[src/verilog/fdc_params.svh]
// Constants for the floppy head positioning controller.
// Assumes a 50 MHz core clock and an 8-bit I/O register port.
//
// Contract
// - Matching track, bad CRC: flag, check next
// - No good ID in 5 revolutions: seek error
// - Force interrupt shows drive lines, immediate option
// - Force interrupt on index or ready change
// - Write raises gate, bytes MFM-encoded serially
// - Precompensation only on tracks above 43
// - Step pulses 2 us wide, at rate
// - Steps adjust track register by direction
// - Four drive inputs readable through status
// - Command register at 40H, write only
// - Busy bit set while command runs
// - Decode four command classes
// - Status register at 40H, read only
// - Track register 42H, read write, stepped
// - Sector register 44H, advanced on multi-sector
// - Data register 46H holds seek target
// - Every positioning command ends with interrupt
// - Positioning words carry verify, rate, update
// - Rate bits select 3, 6, 10, 15 ms
// - Verify compares ID track, checks CRC
// - Direction high away from track zero
// - Restore gives up after 255 pulses
// - Seek steps until track equals data
// - Step commands update track only if flagged
`ifndef FDC_PARAMS_SVH
`define FDC_PARAMS_SVH
// Register addresses
`define ADDR_CMD 8'h40
`define ADDR_TRK 8'h42
`define ADDR_SEC 8'h44
`define ADDR_DAT 8'h46
// Opcodes, upper nibble
`define OP_RESTORE 4'h0
`define OP_SEEK 4'h1
`define OP_FORCE 4'hd
`define OP_WR_TRACK 4'hf
// Status bit positions
`define ST_BUSY 0
`define ST_INDEX 1
`define ST_TRK0 2
`define ST_CRC 3
`define ST_SEEK 4
`define ST_PROT 6
`define ST_NRDY 7
// Timing
`define CLK_MHZ 50
`define STEP_PULSE_US 2
`define STEP_PULSE_CYC (`STEP_PULSE_US * `CLK_MHZ)
`define RATE0_US 3000
`define RATE1_US 6000
`define RATE2_US 10000
`define RATE3_US 15000
`define CELL_HALF_NS 1000
`define HALF_CYC (`CELL_HALF_NS * `CLK_MHZ / 1000)
`define WD_PULSE_CYC 6'd10
`define PRECOMP_CYC 6'd5
// Limits
`define PRECOMP_TRACK 8'd43
`define RESTORE_MAX 8'd255
`define VERIFY_REVS 3'd5
`define SECTOR_LAST 9'd511
`define FIFO_DEPTH 8
`endif

[src/verilog/fdc_pkg.sv]
// Types shared by the floppy controller design.
// Assumes fdc_params.svh supplies the numeric constants.
package fdc_pkg;
  // Host register access, one cycle per access
  typedef struct packed {
    logic       wr;
    logic       rd;
    logic [7:0] addr;
    logic [7:0] wdata;
  } io_req_t;
  // ID field from the read decoder
  typedef struct packed {
    logic [7:0] track;
    logic       crc_ok;
  } id_field_t;
  // Command classes
  typedef enum logic [1:0] {CLS_POSITION, CLS_SECTOR, CLS_FORMAT, CLS_FORCE} cmd_class_t;
  // Sequencer states
  typedef enum logic [3:0] {
    S_IDLE, S_CHECK, S_ARM, S_PULSE, S_RATE, S_VERIFY, S_XSTART, S_WRITE, S_WEND, S_END
  } seq_state_t;
endpackage

[src/verilog/floppy_head_position_ctrl.sv]
// Floppy controller core: head stepping, verify, force interrupt, MFM write.
// Assumes drive inputs synchronous to core_clk and a decoder delivering ID fields.
`include "fdc_params.svh"

// Byte buffer between data register and encoder
module xfer_fifo #(
  parameter int W = 8,
  parameter int D = 8
) (
  // Clock and reset
  input  wire logic         clk,
  input  wire logic         rst_n,
  // Fill side
  input  wire logic [W-1:0] in_data,
  input  wire logic         in_valid,
  output logic              in_ready,
  // Drain side
  output logic [W-1:0]      out_data,
  output logic              out_valid,
  input  wire logic         out_ready
);
  localparam int AW = $clog2(D);
  localparam logic [AW:0] FULL = (AW + 1)'(D);
  logic [W-1:0] mem [D];   // Storage
  logic [AW:0]  wp;        // Write pointer, wrap bit on top
  logic [AW:0]  rp;        // Read pointer
  logic [AW:0]  fill;      // Words held
  assign fill      = wp - rp;
  assign in_ready  = fill != FULL;
  assign out_valid = fill != '0;
  assign out_data  = mem[rp[AW-1:0]];
  // Storage write
  always_ff @(posedge clk)
  begin
    if (in_valid && in_ready)
      mem[wp[AW-1:0]] <= in_data;
  end
  // Pointers
  always_ff @(posedge clk or negedge rst_n)
  begin
    if (!rst_n)
    begin
      wp <= '0;
      rp <= '0;
    end
    else
    begin
      if (in_valid && in_ready)
        wp <= wp + 1'b1;
      if (out_valid && out_ready)
        rp <= rp + 1'b1;
    end
  end
endmodule

module floppy_head_position_ctrl #(
  parameter int unsigned RATE0_CYC = `RATE0_US * `CLK_MHZ,
  parameter int unsigned RATE1_CYC = `RATE1_US * `CLK_MHZ,
  parameter int unsigned RATE2_CYC = `RATE2_US * `CLK_MHZ,
  parameter int unsigned RATE3_CYC = `RATE3_US * `CLK_MHZ
) (
  // Clock and reset
  input  wire logic               core_clk,
  input  wire logic               rst_n,
  // Host register port
  input  wire fdc_pkg::io_req_t   io_req,
  output logic [7:0]              io_rdata,
  output logic                    completion_irq,
  output logic                    data_request,
  // Drive status inputs
  input  wire logic               drive_ready_in,
  input  wire logic               track_zero_in,
  input  wire logic               index_pulse_in,
  input  wire logic               write_protect_in,
  // ID fields from the read decoder
  input  wire fdc_pkg::id_field_t id_field,
  input  wire logic               id_valid,
  // Drive control outputs
  output logic                    step_out,
  output logic                    dirc_out,
  output logic                    write_gate,
  output logic                    write_data
);
  localparam logic [5:0] HALF_M1 = 6'(`HALF_CYC - 1);
  localparam logic [19:0] PULSE_M1 = 20'(`STEP_PULSE_CYC - 1);

  fdc_pkg::seq_state_t state;   // Sequencer state
  fdc_pkg::cmd_class_t new_cls; // Class of written word
  logic [7:0]  command_word;          // Current command
  logic [7:0]  head_track_position;   // Track register
  logic [7:0]  target_sector_number;  // Sector register
  logic [7:0]  transfer_holding_byte; // Data register
  logic [7:0]  controller_condition;  // Status view
  logic        busy;                  // Command running
  logic        xfer;                  // Transfer status layout
  logic        seek_err;              // Seek or not-found error
  logic        crc_err;               // ID CRC error
  logic        lost;                  // Lost data
  logic        done_pulse;            // Command finished
  logic [7:0]  steps;                 // Pulses issued
  logic [2:0]  revs;                  // Index pulses in verify
  logic [19:0] tmr;                   // Step timer
  logic [19:0] rate_m1;               // Selected interval
  logic [8:0]  bytes;                 // Bytes in sector
  logic [3:0]  fint;                  // Force interrupt conditions
  logic        idx_q;                 // Index, last cycle
  logic        rdy_q;                 // Ready, last cycle
  logic [7:0]  hi_cnt;                // Step high length, checked
  // Encoder state
  logic        enc_busy;
  logic        enc_prev;
  logic        enc_half;
  logic [7:0]  enc_sr;
  logic [2:0]  enc_bit;
  logic [5:0]  enc_tmr;
  logic [5:0]  elapsed;
  logic [5:0]  shift;
  logic        cell_one;
  // Buffer wires
  logic [7:0]  fifo_d;
  logic        fifo_ov;
  logic        fifo_ir;

  // Access decode
  wire [3:0] new_op    = io_req.wdata[7:4];
  wire       cmd_wr    = io_req.wr && io_req.addr == `ADDR_CMD;
  wire       status_rd = io_req.rd && io_req.addr == `ADDR_CMD;
  wire       trk_wr    = io_req.wr && io_req.addr == `ADDR_TRK;
  wire       sec_wr    = io_req.wr && io_req.addr == `ADDR_SEC;
  wire       dat_wr    = io_req.wr && io_req.addr == `ADDR_DAT;
  // Command fields
  wire [3:0] op        = command_word[7:4];
  wire       verify    = command_word[3];
  wire       upd       = command_word[7:5] == 3'b000 || command_word[4];
  wire       wr_cmd    = op[3:1] == 3'b101 || op == `OP_WR_TRACK;
  wire       multi     = op[3:1] == 3'b101 && command_word[4];
  wire       idx_rise  = index_pulse_in && !idx_q;
  wire       trk_match = id_valid && id_field.track == head_track_position;
  wire       precomp   = head_track_position > `PRECOMP_TRACK;
  wire       enc_run   = state == fdc_pkg::S_WRITE;
  wire       enc_end   = enc_busy && enc_tmr == 6'h00 && enc_half && enc_bit == 3'h0;
  wire       enc_load  = enc_run && write_gate && (!enc_busy || enc_end);
  wire       fint_evt  = (fint[2] && idx_rise) || (|fint[1:0] && rdy_q != drive_ready_in);
  wire       fint_now  = cmd_wr && new_op == `OP_FORCE && io_req.wdata[3];
  wire       irq_set   = done_pulse || fint_evt || fint_now;
  wire fdc_pkg::seq_state_t fin_st = verify ? fdc_pkg::S_VERIFY : fdc_pkg::S_END;

  // Class of a written command word
  always_comb
  begin
    if (!new_op[3])
      new_cls = fdc_pkg::CLS_POSITION;
    else if (new_op == `OP_FORCE)
      new_cls = fdc_pkg::CLS_FORCE;
    else if (new_op[3:2] == 2'b10)
      new_cls = fdc_pkg::CLS_SECTOR;
    else
      new_cls = fdc_pkg::CLS_FORMAT;
  end

  // Step interval from the rate bits
  always_comb
  begin
    case (command_word[1:0])
      2'b00:   rate_m1 = 20'(RATE0_CYC - 1);
      2'b01:   rate_m1 = 20'(RATE1_CYC - 1);
      2'b10:   rate_m1 = 20'(RATE2_CYC - 1);
      default: rate_m1 = 20'(RATE3_CYC - 1);
    endcase
  end

  // Status view, drive lines live; index and track zero bits replaced from a sector or format command until a positioning or force command
  always_comb
  begin
    controller_condition            = 8'h00;
    controller_condition[`ST_BUSY]  = busy;
    controller_condition[`ST_INDEX] = xfer ? data_request : !index_pulse_in;
    controller_condition[`ST_TRK0]  = xfer ? lost : !track_zero_in;
    controller_condition[`ST_CRC]   = crc_err;
    controller_condition[`ST_SEEK]  = seek_err;
    controller_condition[`ST_PROT]  = !write_protect_in;
    controller_condition[`ST_NRDY]  = !drive_ready_in;
  end

  // Command sequencer and host registers
  always_ff @(posedge core_clk or negedge rst_n)
  begin
    if (!rst_n)
    begin
      state                 <= fdc_pkg::S_IDLE;
      command_word          <= 8'h00;
      head_track_position   <= 8'h00;
      target_sector_number  <= 8'h00;
      transfer_holding_byte <= 8'h00;
      busy                  <= 1'b0;
      xfer                  <= 1'b0;
      seek_err              <= 1'b0;
      crc_err               <= 1'b0;
      lost                  <= 1'b0;
      done_pulse            <= 1'b0;
      steps                 <= 8'h00;
      revs                  <= 3'h0;
      tmr                   <= 20'h00000;
      bytes                 <= 9'h000;
      step_out              <= 1'b0;
      dirc_out              <= 1'b0;
      write_gate            <= 1'b0;
    end
    else
    begin
      done_pulse <= 1'b0;
      // Host writes; track and sector registers locked while busy, data register always writable
      if (trk_wr && !busy)
        head_track_position <= io_req.wdata;
      if (sec_wr && !busy)
        target_sector_number <= io_req.wdata;
      if (dat_wr)
        transfer_holding_byte <= io_req.wdata;
      if (cmd_wr && new_cls == fdc_pkg::CLS_FORCE)
      begin
        // Abort and show drive lines
        command_word <= io_req.wdata;
        state        <= fdc_pkg::S_IDLE;
        busy         <= 1'b0;
        xfer         <= 1'b0;
        step_out     <= 1'b0;
        write_gate   <= 1'b0;
      end
      else if (cmd_wr && !busy)
      begin
        // Accept a new command
        command_word <= io_req.wdata;
        busy         <= 1'b1;
        xfer         <= new_cls != fdc_pkg::CLS_POSITION;
        seek_err     <= 1'b0;
        crc_err      <= 1'b0;
        lost         <= 1'b0;
        steps        <= 8'h00;
        bytes        <= 9'h000;
        state        <= new_cls == fdc_pkg::CLS_POSITION ? fdc_pkg::S_CHECK : fdc_pkg::S_XSTART;
        if (new_op == `OP_RESTORE || new_op[3:1] == 3'b011)
          dirc_out <= 1'b0;
        else if (new_op[3:1] == 3'b010)
          dirc_out <= 1'b1;
      end
      else
      begin
        case (state)
          fdc_pkg::S_CHECK:
          begin
            revs <= 3'h0;
            if (op == `OP_RESTORE)
            begin
              if (!track_zero_in)
              begin
                head_track_position <= 8'h00;
                state               <= fin_st;
              end
              else if (steps == `RESTORE_MAX)
              begin
                seek_err <= 1'b1;
                state    <= fdc_pkg::S_END;
              end
              else
                state <= fdc_pkg::S_ARM;
            end
            else if (op == `OP_SEEK)
            begin
              if (head_track_position == transfer_holding_byte)
                state <= fin_st;
              else
              begin
                dirc_out <= transfer_holding_byte > head_track_position;
                state    <= fdc_pkg::S_ARM;
              end
            end
            else
              state <= steps != 8'h00 ? fin_st : fdc_pkg::S_ARM;
          end
          fdc_pkg::S_ARM:
          begin
            // Pulse starts a cycle after direction settles
            step_out <= 1'b1;
            steps    <= steps + 8'h01;
            tmr      <= PULSE_M1;
            state    <= fdc_pkg::S_PULSE;
            if (upd)
              head_track_position <= dirc_out ? head_track_position + 8'h01 : head_track_position - 8'h01;
          end
          fdc_pkg::S_PULSE:
          begin
            if (tmr == 20'h00000)
            begin
              step_out <= 1'b0;
              tmr      <= rate_m1;
              state    <= fdc_pkg::S_RATE;
            end
            else
              tmr <= tmr - 20'h00001;
          end
          fdc_pkg::S_RATE:
          begin
            // Interval also serves as settle before verify
            if (tmr == 20'h00000)
              state <= fdc_pkg::S_CHECK;
            else
              tmr <= tmr - 20'h00001;
          end
          fdc_pkg::S_VERIFY:
          begin
            if (idx_rise && revs == `VERIFY_REVS - 3'h1)
            begin
              seek_err <= 1'b1;
              state    <= fdc_pkg::S_END;
            end
            else
            begin
              if (idx_rise)
                revs <= revs + 3'h1;
              if (trk_match && id_field.crc_ok)
                state <= fdc_pkg::S_END;
              else if (trk_match)
                crc_err <= 1'b1;
            end
          end
          fdc_pkg::S_XSTART:
          begin
            // Not ready or protected aborts; lines show in status
            if (drive_ready_in && wr_cmd && write_protect_in)
              state <= fdc_pkg::S_WRITE;
            else
              state <= fdc_pkg::S_END;
          end
          fdc_pkg::S_WRITE:
          begin
            if (fifo_ov)
              write_gate <= 1'b1;
            if (enc_load)
            begin
              bytes <= bytes + 9'h001;
              if (!fifo_ov)
                lost <= 1'b1;
              if (bytes == `SECTOR_LAST && multi)
                target_sector_number <= target_sector_number + 8'h01;
              else if (bytes == `SECTOR_LAST)
                state <= fdc_pkg::S_WEND;
            end
          end
          fdc_pkg::S_WEND:
          begin
            if (!enc_busy)
            begin
              write_gate <= 1'b0;
              state      <= fdc_pkg::S_END;
            end
          end
          fdc_pkg::S_END:
          begin
            busy       <= 1'b0;
            done_pulse <= 1'b1;
            state      <= fdc_pkg::S_IDLE;
          end
          default:
            state <= fdc_pkg::S_IDLE;
        endcase
      end
    end
  end

  // Drive line history
  always_ff @(posedge core_clk or negedge rst_n)
  begin
    if (!rst_n)
    begin
      idx_q <= 1'b0;
      rdy_q <= 1'b1; // Idle level of ready, no false edge after reset
    end
    else
    begin
      idx_q <= index_pulse_in;
      rdy_q <= drive_ready_in;
    end
  end

  // Interrupt; a set beats a clear
  always_ff @(posedge core_clk or negedge rst_n)
  begin
    if (!rst_n)
    begin
      fint           <= 4'h0;
      completion_irq <= 1'b0;
    end
    else
    begin
      if (cmd_wr)
        fint <= new_op == `OP_FORCE ? io_req.wdata[3:0] : 4'h0;
      if (irq_set)
        completion_irq <= 1'b1;
      else if (cmd_wr || status_rd)
        completion_irq <= 1'b0;
    end
  end

  // Read data and byte request
  always_ff @(posedge core_clk or negedge rst_n)
  begin
    if (!rst_n)
    begin
      io_rdata     <= 8'h00;
      data_request <= 1'b0;
    end
    else
    begin
      data_request <= enc_run && fifo_ir;
      if (!io_req.rd)
        io_rdata <= 8'h00;
      else
        case (io_req.addr)
          `ADDR_CMD: io_rdata <= controller_condition;
          `ADDR_TRK: io_rdata <= head_track_position;
          `ADDR_SEC: io_rdata <= target_sector_number;
          `ADDR_DAT: io_rdata <= transfer_holding_byte;
          default:   io_rdata <= 8'h00;
        endcase
    end
  end

  // Byte buffer; data writes fill it during a disk write
  xfer_fifo #(
    .W (8),
    .D (`FIFO_DEPTH)
  ) u_fifo (
    .clk       (core_clk),
    .rst_n     (rst_n),
    .in_data   (io_req.wdata),
    .in_valid  (dat_wr && enc_run),
    .in_ready  (fifo_ir),
    .out_data  (fifo_d),
    .out_valid (fifo_ov),
    .out_ready (enc_load)
  );

  // MFM cell: clock bit only between two zeros
  always_comb
  begin
    cell_one = enc_half ? enc_sr[7] : (!enc_prev && !enc_sr[7]);
    elapsed  = HALF_M1 - enc_tmr;
    shift    = (precomp && enc_prev && cell_one) ? `PRECOMP_CYC : 6'h00;
  end

  // Serial encoder; empty buffer sends a zero byte
  always_ff @(posedge core_clk or negedge rst_n)
  begin
    if (!rst_n)
    begin
      enc_busy <= 1'b0;
      enc_prev <= 1'b0;
      enc_half <= 1'b0;
      enc_sr   <= 8'h00;
      enc_bit  <= 3'h0;
      enc_tmr  <= 6'h00;
    end
    else if (enc_load)
    begin
      enc_busy <= 1'b1;
      enc_prev <= enc_busy ? enc_sr[7] : 1'b0;
      enc_sr   <= fifo_ov ? fifo_d : 8'h00;
      enc_bit  <= 3'h7;
      enc_half <= 1'b0;
      enc_tmr  <= HALF_M1;
    end
    else if (enc_busy)
    begin
      if (enc_tmr != 6'h00)
        enc_tmr <= enc_tmr - 6'h01;
      else
      begin
        enc_tmr  <= HALF_M1;
        enc_half <= !enc_half;
        if (enc_half)
        begin
          enc_prev <= enc_sr[7];
          enc_sr   <= {enc_sr[6:0], 1'b0};
          enc_bit  <= enc_bit - 3'h1;
          if (enc_bit == 3'h0)
            enc_busy <= 1'b0;
        end
      end
    end
  end

  // Write pulse inside its half cell; an abort silences it with the gate
  always_ff @(posedge core_clk or negedge rst_n)
  begin
    if (!rst_n)
      write_data <= 1'b0;
    else
      write_data <= enc_busy && write_gate && !(cmd_wr && new_op == `OP_FORCE) && cell_one
                    && elapsed >= shift && elapsed < shift + `WD_PULSE_CYC;
  end

  // Step high length, for checking only
  always_ff @(posedge core_clk or negedge rst_n)
  begin
    if (!rst_n)
      hi_cnt <= 8'h00;
    else
      hi_cnt <= step_out ? hi_cnt + 8'h01 : 8'h00;
  end

  a_step_width: assert property (@(posedge core_clk) disable iff (!rst_n)
    $fell(step_out) |-> hi_cnt == 8'(`STEP_PULSE_CYC)) else $error("step pulse width wrong");
  a_dir_setup: assert property (@(posedge core_clk) disable iff (!rst_n)
    $rose(step_out) |-> $stable(dirc_out)) else $error("direction moved with step");
  a_track_follow: assert property (@(posedge core_clk) disable iff (!rst_n)
    state == fdc_pkg::S_ARM && upd && !cmd_wr |=> head_track_position ==
      ($past(dirc_out) ? $past(head_track_position) + 8'h01 : $past(head_track_position) - 8'h01))
    else $error("track register not stepped");
  a_irq_clear: assert property (@(posedge core_clk) disable iff (!rst_n)
    (cmd_wr || status_rd) && !irq_set |=> !completion_irq) else $error("interrupt not cleared");
  a_end_irq: assert property (@(posedge core_clk) disable iff (!rst_n)
    state == fdc_pkg::S_END |=> !busy ##1 completion_irq) else $error("no interrupt at end");
  a_busy_cmd: assert property (@(posedge core_clk) disable iff (!rst_n)
    cmd_wr && !busy && new_cls != fdc_pkg::CLS_FORCE |=> busy) else $error("busy not set");
  a_verify_timeout: assert property (@(posedge core_clk) disable iff (!rst_n)
    state == fdc_pkg::S_VERIFY && idx_rise && revs == 3'h4 && !cmd_wr |=> seek_err ##1 !busy)
    else $error("verify did not time out");
  a_crc_retry: assert property (@(posedge core_clk) disable iff (!rst_n)
    state == fdc_pkg::S_VERIFY && trk_match && !id_field.crc_ok && !idx_rise && !cmd_wr
      |=> crc_err && state == fdc_pkg::S_VERIFY) else $error("CRC error not kept");
  a_restore_limit: assert property (@(posedge core_clk) disable iff (!rst_n)
    state == fdc_pkg::S_CHECK && op == `OP_RESTORE && track_zero_in && steps == `RESTORE_MAX && !cmd_wr
      |=> seek_err) else $error("restore limit missed");
  a_gate_data: assert property (@(posedge core_clk) disable iff (!rst_n)
    write_data |-> write_gate) else $error("write data without gate");
endmodule

[config.mk]
export PLATFORM = sky130hd
export DESIGN_NAME = floppy_head_position_ctrl
export DESIGN_NICKNAME = d
export VERILOG_FILES = /design/src/verilog/fdc_pkg.sv /design/src/verilog/floppy_head_position_ctrl.sv
export VERILOG_INCLUDE_DIRS = /design/src /design/src/verilog
export SDC_FILE = /design/constraint.sdc
export NUM_CORES = 1
export LEC_CHECK = 0
export BUFFER_PORTS_ARGS = -buffer_cell sky130_fd_sc_hd__buf_2
export CORE_AREA = 2 2 157 159
export CTS_CLUSTER_DIAMETER = 200
export CTS_CLUSTER_SIZE = 24
export DETAILED_ROUTE_END_ITERATION = 8
export DIE_AREA = 0 0 159 161
export GPL_TIMING_DRIVEN = 0
export PLACE_DENSITY = 0.71
export SETUP_SLACK_MARGIN = 0.2
export SLEW_MARGIN = 10
export SYNTH_ARGS = -nofsm -noshare
export SYNTH_HDL_FRONTEND = slang
export SYNTH_HIERARCHICAL = 1
export SYNTH_SLANG_ARGS = --single-unit
export TNS_END_PERCENT = 5
[constraint.sdc]
create_clock -name core_clk -period 3.9 [get_ports core_clk]
set_input_delay 0.39 -clock core_clk [delete_from_list [all_inputs] [get_ports core_clk]]
set_output_delay 0.39 -clock core_clk [all_outputs]
set_load 0.01 [all_outputs]
==> results by group <==
Setup path
  – Data arrival time of the critical path: about 3.6 ns
  – Maximum fanout encountered on the critical timing path: 10
  – Launch point of the worst reg-to-reg path: u_fifo/rp[2]$_DFFE_PN0P_
  – Worst reg2reg endpoint: u_fifo/mem[2][3]$_DFFE_PP_
  – Reg2Reg Setup Slack: approximately 0.34 ns
  – Depth of the most critical reg-to-reg path: 8
  – Capturing element type of the critical path: flop
  – CP Capture Point: u_fifo/mem[2][3]$_DFFE_PP_
  – Source of the critical timing path: u_fifo/rp[2]$_DFFE_PN0P_
  – Endpoint required time on the critical path: a little under 4 ns
  – Worst Setup Start Kind: flop
  – Category of the critical setup timing path: flop to flop

Clock network
  – Clock root buffer master: clkbuf_16
  – Depth of the CTS H-tree: 4
  – Total clock buffers created by CTS: 17
  – Number of sinks handled by clock tree synthesis: 192
  – Clock network latency to the later pin of the worst-skew pair: approximately 0.44 ns
  – Clock tree from TritonCTS: built
  – Buffers inserted by post-CTS timing repair: 0
  – Clock Path Buffers: 2
  – Clock slew at the register clock pins of the worst setup and hold paths: 0.08 ns

Layout
  – Core Util, Final: between 40 and 50%
  – Post-layout instance area: 12000 µm²
  – Total Nets Final: roughly 1.2k
  – Count of non-filler cells in the finished layout: ~1.4k
  – Area Growth Syn to Fin: 12.1%
  – Antenna Cells: 0
  – Layout cells sized above 1: approximately 16%

Place
  – Final weighted congestion of routability-driven global placement: 0.933
  – Detail Placement HPWL: a little under 20000 µm
  – Pre-CTS setup slack: -0.505 ns
  – Number of buffers inserted by port buffering: 45
  – Number of placed instances with taps included: between 1k and 1.5k
  – Placed Area: between 10000 and 15000 µm²

Min path
  – Min-Delay Path Depth: 1
  – Hold Path Class: input pin to flop

Floorplanning
  – Placeable core region: approximately 24000 µm²
  – Horizontal die dimension: between 150 and 200 µm
  – Die Footprint: around 26000 µm²
  – I/O pin total: 48
  – Chip Height: 161 µm
  – Row Count: between 50 and 60
  – Initial core utilization: between 40% and 50%

Drt
  – Vias after detailed routing: 8315
  – Amount of wire on met3 after detailed routing: around 1500 µm
  – Drt pass-1 iters: 5
  – DRC violations left: 0
  – Number of nets with antenna violations after routing: 0
  – Number of vias per cell: 5.82
  – Top routing layer in use: met4
  – Number of design-rule violations left by the first detailed-router iteration: 760
  – Routed length per instance: between 15 and 20 µm
  – Total routed wire length on the met1 layer: approximately 12000 µm
  – Total Routed Length: roughly 27000 µm
  – Met2 WL: roughly 13000 µm

Synthesis
  – Number of enable flip-flop cells after synthesis: between 60 and 70
  – Register bit count reported by yosys: approximately 190
  – Leading register cell type out of synthesis: dfrtp_1
  – Sequential fraction of the synthesis area: between 40 and 50%
  – Syn_nets: approximately 1.1k
  – Most numerous cell in the Yosys netlist: dfrtp_1
  – Post-synthesis instance area: approximately 11000 µm²
  – Number of instances in the synthesized netlist: just over 1k
  – Number of distinct standard cells referenced by the synthesized netlist: 90
  – Share of the synthesized area in the top cell type: just under 30%
  – Yosys warns: 6
  – Async set-reset flop share out of synthesis: between 60% and 70%
  – Yosys top cell by area: dfrtp_1
  – Main area contributors after synthesis: dfrtp_1 30%, edfxtp_1 18%, ha_1 4.8%
  – Most frequent cells after synthesis: 127 x dfrtp_1, 123 x nand2_1, 84 x nor2_1, 67 x o21ai_0, 64 x edfxtp_1
  – Avg Inst Size Synth: a little over 10 µm²

Global routing
  – Remaining global-route overflow: 0
  – Overall Global Routing Usage: about a fifth
  – Initial antenna violation count: 0
  – Maximum number of pins on one net before global-route repair: 67
  – Via count of the first global-routing pass: about 8.0k
  – First-pass GRT wire length: approximately 43000 µm

STA
  – Max-slew headroom at the worst pin: 32.7%
  – Share of the clock period used by the worst path after layout: 91.2%
  – Fin Setup TNS: 0 ns
  – Max-slew violation count: 0
  – Crit path time final: about 3.6 ns
  – Hold Violations, Final: 0
  – Worst path setup slack after routing: ~0.34 ns
  – Actual slew at the worst max-slew pin: slightly above 1 ns
  – Highest attainable clock frequency: ~280 MHz
  – # setup viols final: 0
  – Final worst clock skew: ~0.015 ns
  – Unrepaired setup endpoints after global routing: true

Power
  – IR Drop Worst-Case VDD: 0.305 mV
  – Leakage power figure: between 4 and 5 nW
  – Areal power density over the cells: between 300 and 400 nW/µm²

Status
  – Result of the run: finished, final reports clean

Run
  – Number of violations of the max-capacitance limit: 0
==> registers in the layout (all words and copies together) (netlist names), 7 cells and up <==
name / count
io_rdata: 8
target_sector_number: 8
steps: 8
enc_sr: 8
head_track_position: 8
u_fifo/mem: 64
transfer_holding_byte: 8
bytes: 9
tmr: 20
command_word: 7
==> routing by layer <==
layer | up-vias | track usage, %
met5 | - | 0
met3 | 37 | 3.13
met1 | 4101 | 30.1
li1 | 3893 | -
met2 | 284 | 34.1
met4 | 0 | 6.74
==> layout by cell type (no fill, tap or decap), types with 5 or more instances in the layout <==
cell / instances
a211oi_1: 12
a21o_1: 6
a21oi_1: 46
a22o_1: 5
a311oi_1: 5
a32oi_1: 7
and2_1: 7
and3_1: 11
and4b_1: 6
buf_2: 62
clkbuf_1: 21
clkbuf_16: 17
dfrtp_1: 127
edfxtp_1: 64
ha_1: 41
inv_1: 40
mux2_2: 13
mux2i_1: 17
mux4_2: 21
nand2_1: 123
nand2b_1: 10
nand3_1: 21
nand4_1: 17
nor2_1: 84
nor2b_1: 8
nor3_1: 33
nor3_2: 8
nor4_1: 15
o211ai_1: 6
o21a_1: 11
o21ai_0: 67
o21ai_1: 5
o22a_1: 7
o22ai_1: 8
or3_1: 7
xnor2_1: 19
xor2_1: 16
==> cell families after synthesis <==
logic type	synth area share (%)
fa+ha+maj	5.00
compound gates	13.7
xor+xnor	3.33
simple gates	18.4
flops	48.1
buf+inv	3.78
mux	7.69
==> critical path, stage by stage, from the launching register on <==
cell,delay (ns)
dfrtp_1,0.36
clkbuf_1,0.44
clkinv_1,0.43
ha_1,0.44
a21oi_1,0.20
nand2_2,0.16
xnor2_2,0.32
o21ai_1,0.19
nor3_2,0.64
==> how the worst min path moves through the flow <==
stage,start,end,slack [ns]
5_1_grt,drive_ready_in,rdy_q$_DFF_PN1_,0.10
6_report,drive_ready_in,rdy_q$_DFF_PN1_,0.11
2_1_floorplan,rst_n,busy$_DFFE_PN0P_,0.09
3_3_place_gp,enc_sr[5]$_DFFE_PN0P_,enc_sr[5]$_DFFE_PN0P_,0.45
4_1_cts,index_pulse_in,idx_q$_DFF_PN0_,0.1
3_5_place_dp,rst_n,write_data$_DFF_PN0_,0.43
==> cell type report <==
class                   instances  area (µm²)
clock inverters                14         148
fillers                      2162       12000
well taps                     324         405
plain buffers                  50         249
flip-flops and latches        192        5130
multi-input cells             743        5170
repair buffers                 47         269
inverters                      41         154
clock buffers                  18         429
==> power by group <==
part	total (mW)	switching, mW	internal [mW]
combinational	0.267	0.163	0.104
clock	1.72	0.861	0.855
sequential	2.17	0.0508	2.12
==> through the flow <==
step | power [mW] | hold WS [ns]
4_1_cts | 4.18 | 0.0973
3_3_place_gp | 2.47 | 0.452
6_report | 4.15 | 0.112
3_5_place_dp | 2.48 | 0.432
5_1_grt | 4.29 | 0.103
2_1_floorplan | 2.35 | 0.0944
==> timing repair <==
item	4_1_cts	5_1_grt
gates cloned	0	0
gates resized for setup	4	1
endpoints found under the setup margin	56	33
pin swaps	0	0
endpoints found under the hold margin	62	0
hold buffers	1	0
(Power assumes the default switching activity.)
